$ cat src/verilog/dfc_defines.svh
// Purpose: Constants for the debug freeze configuration register
// Assumes: 32-bit register, word access only
// Notes: Bit positions and reset value
`ifndef DFC_DEFINES_SVH
`define DFC_DEFINES_SVH
`define DFC_REG_ADDR        32'hE0042004
`define DFC_RESET_VALUE     32'h00000000
`define DFC_WRITE_MASK      32'h001FFFE7
`define DFC_BIT_SLEEP       0
`define DFC_BIT_STOP        1
`define DFC_BIT_STANDBY     2
`define DFC_BIT_TRACE_EN    5
`define DFC_BIT_MODE_LO     6
`define DFC_BIT_MODE_HI     7
`define DFC_BIT_IWDG        8
`define DFC_BIT_WWDG        9
`define DFC_BIT_TIM_LO_LSB  10
`define DFC_BIT_CAN         14
`define DFC_BIT_TW1         15
`define DFC_BIT_TW2         16
`define DFC_BIT_TIM_HI_LSB  17
`define DFC_TRACE_CLK_DELAY 2'h2
`endif

$ cat src/verilog/dfc_pkg.sv
// Purpose: Types for the debug freeze configuration block
// Assumes: Constants come from dfc_defines.svh
// Notes: State is one packed struct
package dfc_pkg;
	typedef enum logic [1:0] {
		DFC_TRACE_ASYNC = 2'h0,
		DFC_TRACE_SYNC1 = 2'h1,
		DFC_TRACE_SYNC2 = 2'h2,
		DFC_TRACE_SYNC4 = 2'h3
	} dfc_trace_mode_t;
	typedef enum logic [2:0] {
		DFC_TCK_LOW  = 3'h1,
		DFC_TCK_WAIT = 3'h2,
		DFC_TCK_RUN  = 3'h4
	} dfc_tck_state_t;
	typedef struct packed {
		logic [31:0]    cfg;
		dfc_tck_state_t tck_state;
		logic [1:0]     tck_count;
	} dfc_state_t;
endpackage

$ cat src/verilog/dfc_debug_freeze_config.sv
// Purpose: Debug freeze configuration register and its control decode
// Assumes: Word bus access; rst is the power-on reset and the only reset of the register
// Notes: System reset does not touch the register
// Function
// - Fixed address, full 32-bit word access only
// - Cleared only by power-on reset
// - Debugger writes accepted during system reset
// - Application software writes also accepted
// - Upper timers stop and outputs break when halted
// - Lower timers stop clock when halted
// - SMBus timeouts freeze when halted
// - CAN receive registers freeze when halted
// - Window watchdog clock stops when halted
// - Independent watchdog clock stops when halted
// - Trace enable off assigns no trace pins
// - Trace mode selects async or sync width
// - Standby debug keeps power, RC clock, reset
// - Stop without debug gates core free and bus clocks
// - Stop debug feeds clocks from RC oscillator
// - Sleep without debug gates bus clock only
// - Sleep debug keeps bus clock running
// - Trace clock enabled two cycles after enable
`timescale 1ns/1ps
`include "dfc_defines.svh"
module dfc_debug_freeze_config
	import dfc_pkg::*;
(
	input  wire logic        core_clk,
	input  wire logic        rst,
	input  wire logic        dbg_sel,
	input  wire logic        dbg_write,
	input  wire logic [31:0] dbg_addr,
	input  wire logic [31:0] dbg_wdata,
	input  wire logic [3:0]  dbg_byte_en,
	output logic      [31:0] dbg_rdata,
	output logic             dbg_error,
	input  wire logic        sw_sel,
	input  wire logic        sw_write,
	input  wire logic [31:0] sw_addr,
	input  wire logic [31:0] sw_wdata,
	input  wire logic [3:0]  sw_byte_en,
	output logic      [31:0] sw_rdata,
	output logic             sw_error,
	input  wire logic        core_halted,
	input  wire logic        sleep_mode,
	input  wire logic        stop_mode,
	input  wire logic        standby_mode,
	output logic      [3:0]  timer_hi_clk_stop,
	output logic      [3:0]  timer_hi_break,
	output logic      [3:0]  timer_lo_clk_stop,
	output logic             twowire1_timeout_hold,
	output logic             twowire2_timeout_hold,
	output logic             can_rx_hold,
	output logic             window_watchdog_hold,
	output logic             indep_watchdog_hold,
	output logic             trace_async_pin_en,
	output logic             trace_clk_pin_en,
	output logic      [3:0]  trace_data_pin_en,
	output logic             trace_port_clock_en,
	output logic             core_free_clock_en,
	output logic             bus_clock_en,
	output logic             clk_from_internal_rc_osc,
	output logic             digital_power_on,
	output logic             standby_sys_reset,
	output logic             clock_ctrl_reset
);
	dfc_state_t      st;
	dfc_state_t      next_st;
	logic            dbg_hit;
	logic            sw_hit;
	logic [31:0]     cfg_rd;
	dfc_trace_mode_t mode;

	// Only full-word accesses at the one address hit
	assign dbg_hit = dbg_sel && dbg_addr == `DFC_REG_ADDR && dbg_byte_en == 4'hF;
	assign sw_hit  = sw_sel && sw_addr == `DFC_REG_ADDR && sw_byte_en == 4'hF;
	assign cfg_rd  = st.cfg & `DFC_WRITE_MASK;
	assign mode    = dfc_trace_mode_t'(st.cfg[`DFC_BIT_MODE_HI:`DFC_BIT_MODE_LO]);

	always_comb begin
		next_st = st;
		// Debugger wins a same-cycle collision; no system reset term gates writes
		if (dbg_hit && dbg_write) begin
			next_st.cfg = dbg_wdata & `DFC_WRITE_MASK;
		end else if (sw_hit && sw_write) begin
			next_st.cfg = sw_wdata & `DFC_WRITE_MASK;
		end
		case (st.tck_state)
			DFC_TCK_LOW: begin
				next_st.tck_count = 2'h0;
				if (st.cfg[`DFC_BIT_TRACE_EN]) begin
					next_st.tck_state = DFC_TCK_WAIT;
					next_st.tck_count = 2'h1;
				end
			end
			DFC_TCK_WAIT: begin
				if (!st.cfg[`DFC_BIT_TRACE_EN]) begin
					next_st.tck_state = DFC_TCK_LOW;
				end else if (st.tck_count == `DFC_TRACE_CLK_DELAY - 2'h1) begin
					next_st.tck_state = DFC_TCK_RUN;
				end else begin
					next_st.tck_count = st.tck_count + 2'h1;
				end
			end
			DFC_TCK_RUN: begin
				if (!st.cfg[`DFC_BIT_TRACE_EN]) begin
					next_st.tck_state = DFC_TCK_LOW;
				end
			end
			default: begin
				next_st.tck_state = DFC_TCK_LOW;
			end
		endcase
	end

	// Power-on reset only; system reset is not a port here
	always_ff @(posedge core_clk or posedge rst) begin
		if (rst) begin
			st.cfg       <= `DFC_RESET_VALUE;
			st.tck_state <= DFC_TCK_LOW;
			st.tck_count <= 2'h0;
		end else begin
			st <= next_st;
		end
	end

	always_comb begin
		dbg_rdata = dbg_hit ? cfg_rd : 32'h00000000;
		sw_rdata  = sw_hit ? cfg_rd : 32'h00000000;
		dbg_error = dbg_sel && !dbg_hit;
		sw_error  = sw_sel && !sw_hit;
	end

	// Per-timer freeze decode
	genvar i;
	generate
		for (i = 0; i < 4; i++) begin : g_tim
			assign timer_hi_clk_stop[i] = core_halted && st.cfg[`DFC_BIT_TIM_HI_LSB + i];
			assign timer_hi_break[i]    = core_halted && st.cfg[`DFC_BIT_TIM_HI_LSB + i];
			assign timer_lo_clk_stop[i] = core_halted && st.cfg[`DFC_BIT_TIM_LO_LSB + i];
		end
	endgenerate

	assign twowire1_timeout_hold = core_halted && st.cfg[`DFC_BIT_TW1];
	assign twowire2_timeout_hold = core_halted && st.cfg[`DFC_BIT_TW2];
	assign can_rx_hold           = core_halted && st.cfg[`DFC_BIT_CAN];
	assign window_watchdog_hold  = core_halted && st.cfg[`DFC_BIT_WWDG];
	assign indep_watchdog_hold   = core_halted && st.cfg[`DFC_BIT_IWDG];

	// Trace pin assignment
	always_comb begin
		trace_async_pin_en = 1'b0;
		trace_clk_pin_en   = 1'b0;
		trace_data_pin_en  = 4'h0;
		if (st.cfg[`DFC_BIT_TRACE_EN]) begin
			case (mode)
				DFC_TRACE_ASYNC: begin
					trace_async_pin_en = 1'b1;
				end
				DFC_TRACE_SYNC1: begin
					trace_clk_pin_en  = 1'b1;
					trace_data_pin_en = 4'h1;
				end
				DFC_TRACE_SYNC2: begin
					trace_clk_pin_en  = 1'b1;
					trace_data_pin_en = 4'h3;
				end
				DFC_TRACE_SYNC4: begin
					trace_clk_pin_en  = 1'b1;
					trace_data_pin_en = 4'hF;
				end
				default: begin
					trace_async_pin_en = 1'b0;
				end
			endcase
		end
	end

	assign trace_port_clock_en = st.tck_state == DFC_TCK_RUN;

	// Low-power clock and power control
	always_comb begin
		core_free_clock_en       = 1'b1;
		bus_clock_en             = 1'b1;
		clk_from_internal_rc_osc = 1'b0;
		digital_power_on         = 1'b1;
		standby_sys_reset        = 1'b0;
		clock_ctrl_reset         = 1'b0;
		if (standby_mode) begin
			if (st.cfg[`DFC_BIT_STANDBY]) begin
				clk_from_internal_rc_osc = 1'b1;
				standby_sys_reset        = 1'b1;
			end else begin
				digital_power_on   = 1'b0;
				core_free_clock_en = 1'b0;
				bus_clock_en       = 1'b0;
			end
		end else if (stop_mode) begin
			clock_ctrl_reset = 1'b1;
			if (st.cfg[`DFC_BIT_STOP]) begin
				clk_from_internal_rc_osc = 1'b1;
			end else begin
				core_free_clock_en = 1'b0;
				bus_clock_en       = 1'b0;
			end
		end else if (sleep_mode) begin
			bus_clock_en = st.cfg[`DFC_BIT_SLEEP];
		end
	end
endmodule

$ cat config.mk
export PLATFORM = sky130hd
export DESIGN_NAME = dfc_debug_freeze_config
export DESIGN_NICKNAME = d
export VERILOG_FILES = /design/src/verilog/dfc_pkg.sv /design/src/verilog/dfc_debug_freeze_config.sv
export VERILOG_INCLUDE_DIRS = /design/src /design/src/verilog
export SDC_FILE = /design/constraint.sdc
export NUM_CORES = 1
export LEC_CHECK = 0
export BUFFER_PORTS_ARGS = -buffer_cell sky130_fd_sc_hd__buf_4
export CORE_AREA = 4 4 91 93
export CTS_CLUSTER_DIAMETER = 50
export DETAILED_ROUTE_END_ITERATION = 6
export DIE_AREA = 0 0 95 97
export HOLD_SLACK_MARGIN = 0.02
export PLACE_DENSITY = 0.72
export SETUP_SLACK_MARGIN = 0.05
export SLEW_MARGIN = 10
export SYNTH_ARGS = -nofsm -noshare
export SYNTH_HDL_FRONTEND = slang
export SYNTH_SLANG_ARGS = --single-unit
$ cat constraint.sdc
create_clock -name core_clk -period 4.1 [get_ports core_clk]
set_input_delay 0.615 -clock core_clk [delete_from_list [all_inputs] [get_ports core_clk]]
set_output_delay 0.615 -clock core_clk [all_outputs]
set_load 0.02 [all_outputs]
==> reports/metrics.cfg <==
[layout]
fill_cells = 749
areaGrowthSynthToFinish_pct = 64.5
fin_util_pct = 47.1
multi_input_comb_area_um2 = 1320
fin_nets = 575
drive_gt1_share_pct = 48.0
antennaDiodeCount = 0
final_cells = 529
finalInstanceArea_um2 = 3550
regArea_um2 = 602

[sta]
finalSetupViolations = 0
setup_slack_ns = 0.898
slew_viol_final = 0
setup_tns_ns = 0
slew_headroom_pct = 37.7
min_period_ns = 3.20
finalHoldViolations = 0
hold_slack_ns = 0.536
fmax_mhz = 312
rsz0062_at_grt = false
skew_ns = 0.00128
worst_pin_slew_ns = 0.934
period_share_pct = 78.1

[setup_path]
required_ns = 3.48
endpoint_kind = output port
cp.arrival_ns = 2.59
criticalPathCategory = input port to output port
path_max_fanout = 19
startpoint_type = input port

[hold_path]
hold_path_class = register to register

[grt]
grt_max_degree = 39
grt_usage_pct = 14.6
first_global_vias = 2280
antenna_found_initial = 0
grt_pass1_wl_um = 10700
grt.overflow.total = 0

[logic_synthesis]
yosysTopAreaCell = dfrtp_1
synth_compound_area_share_pct = 8.24
synth-adder-area-share_pct = 0.580
synth_edf_count = 0
synth.distinct_cells = 45
synth_ff_type = dfrtp_1
async_flop_share_pct = 100
synth_top_family_by_area = simple AND/OR/NAND/NOR gates
synth.area.top_cells = dfrtp_1 (27%), and2_1 (15%), buf_4 (12%)
synth_top_area_share_pct = 26.7
syn-mean-instance-area_um2 = 8.59
synth-seq-cells = 24
synth_area_um2 = 2160
synthXorXnorAreaFrac_pct = 0.406
synthMuxAreaShare_pct = 9.28
yosysSeqAreaShare_pct = 27.9
synth_simple_gate_area_share_pct = 37.6
netlist_instances = 251
yosys_warnings = 0

[place]
pre_cts_ws_ns = 0.865
postPlaceCellArea_um2 = 3500
place_inst = 525
dp_hpwl_um = 6070
io_buffer_count = 189
place.gp.congestion = 0.755

[clock_network]
cts_tree = built
cts_hold_buf = 0
numCtsBuffers = 3
postCtsResizedCells = 0
htreeDepth = 1
clk_latency_ns = 0.26
clk_pin_slew_ns = 0.08
clock-sinks = 24
postCtsSetupBuffers = 0
cts_max_path_buffers = 2
clockRootBuffer = clkbuf_8

[pwr]
p_total_mw = 0.517
irDropWorstVdd_uv = 86.4
p_leak_nw = 1.80
pwr_density_cell_nw_per_um2 = 146

[detailed_routing]
vias_per_cell = 4.40
wire_per_inst_um = 13.6
post-route-drc-count = 0
ant_nets = 0
routed_wl_um = 7190
dr.pass1.iters = 4
drt-initial-drc-count = 59
vias = 2325

[run_status]
status = finished clean

[run]
drv_cap = 0

[floorplan]
die_area_um2 = 9220
die_h_um = 97
io_pins = 242
dieWidth_um = 95
start_util_pct = 28.7
fp-row-count = 32
coreArea_um2 = 7530

## worst paths after layout
path	startpoint	end	slack, ns	cells after the start
hold reg to reg	st[1]$_DFFE_PP0P_	st[1]$_DFFE_PP0P_	0.54	2
max in group asynchronous	rst	st[4]$_DFFE_PP0P_	2.97	2
hold / removal	st[1]$_DFFE_PP0P_	st[1]$_DFFE_PP0P_	0.54	2
setup / recovery	dbg_addr[8]	dbg_rdata[9]	0.90	7
min in group asynchronous	rst	cfg_rd[12]$_DFFE_PP0P_	0.56	2
setup reg to reg	st[0]$_DFFE_PP0P_	st[1]$_DFFE_PP0P_	2.63	6
## kinds of logic (layout without fill, tap and decap cells)
logic type | after synthesis | after routing
and+or+nand+nor | 122 | 122
buffers and inverters | 50 | 201
AOI/OAI and AO/OA | 32 | 32
DFF | 24 | 24
muxes | 20 | 20
adders and majority gates | 1 | 1
other | 1 | 26
xor gates and xnor gates | 1 | 1
## where the power goes
group	total, mW	internal, mW	switching, mW
Combinational	0.138	0.0821	0.0557
Clock	0.143	0.0693	0.0738
Sequential	0.237	0.237	0.000000000245
Total	0.517	0.388	0.130
## layout by cell type (no fill, tap or decap), drive strengths merged, types with 2 or more instances in the layout
| cell type | count |
|---|---|
| nand2b | 2 |
| mux2i | 20 |
| nand3 | 3 |
| nor4b | 10 |
| o21ai | 3 |
| nand2 | 2 |
| nor2 | 24 |
| dfrtp | 23 |
| conb | 26 |
| nand4bb | 2 |
| clkbuf | 4 |
| nor4bb | 2 |
| nand4 | 5 |
| nor3b | 5 |
| nor4 | 5 |
| buf | 191 |
| nor2b | 3 |
| nor3 | 3 |
| and2 | 51 |
| a21oi | 23 |
| inv | 6 |
| or4 | 2 |
## cells in the mapped netlist (all sizes together), types with 5 or more instances
cell type   n
nor3b       5
inv         6
a21oi      23
nor2       24
mux2i      20
dfrtp      23
buf        37
nor4b      10
nor4        5
and2       51
clkbuf      7
nand4       5
## area by class of cell
type / count / share of cell area [%]
repair buffers: 191 / 40.4
inverters: 6 / 0.635
clock buffers: 4 / 1.27
well taps: 102 / 3.60
flip-flops and latches: 24 / 17.0
multi-input cells: 202 / 37.1
## worst max-delay path, cell delays in order
cell	delay (ns)
buf_4	0.11
or4_1	0.53
nor3_2	0.16
nand4_1	0.16
nor2_2	0.64
and2_1	0.23
buf_4	0.14
## per-layer routing
metal	part of all wire [%]	track usage (%)	vias to the layer above
met5	0	0	-
met4	1.0	3.44	0
met3	9.9	3.27	4
met2	54	28.5	124
met1	35	15.2	1039
li1	-	-	1158
## sequential cells by signal (all words and copies together) (netlist names)
| signal | flops |
|---|---|
| cfg_rd | 19 |
| st | 5 |
Power figures use the tool's default switching activity.
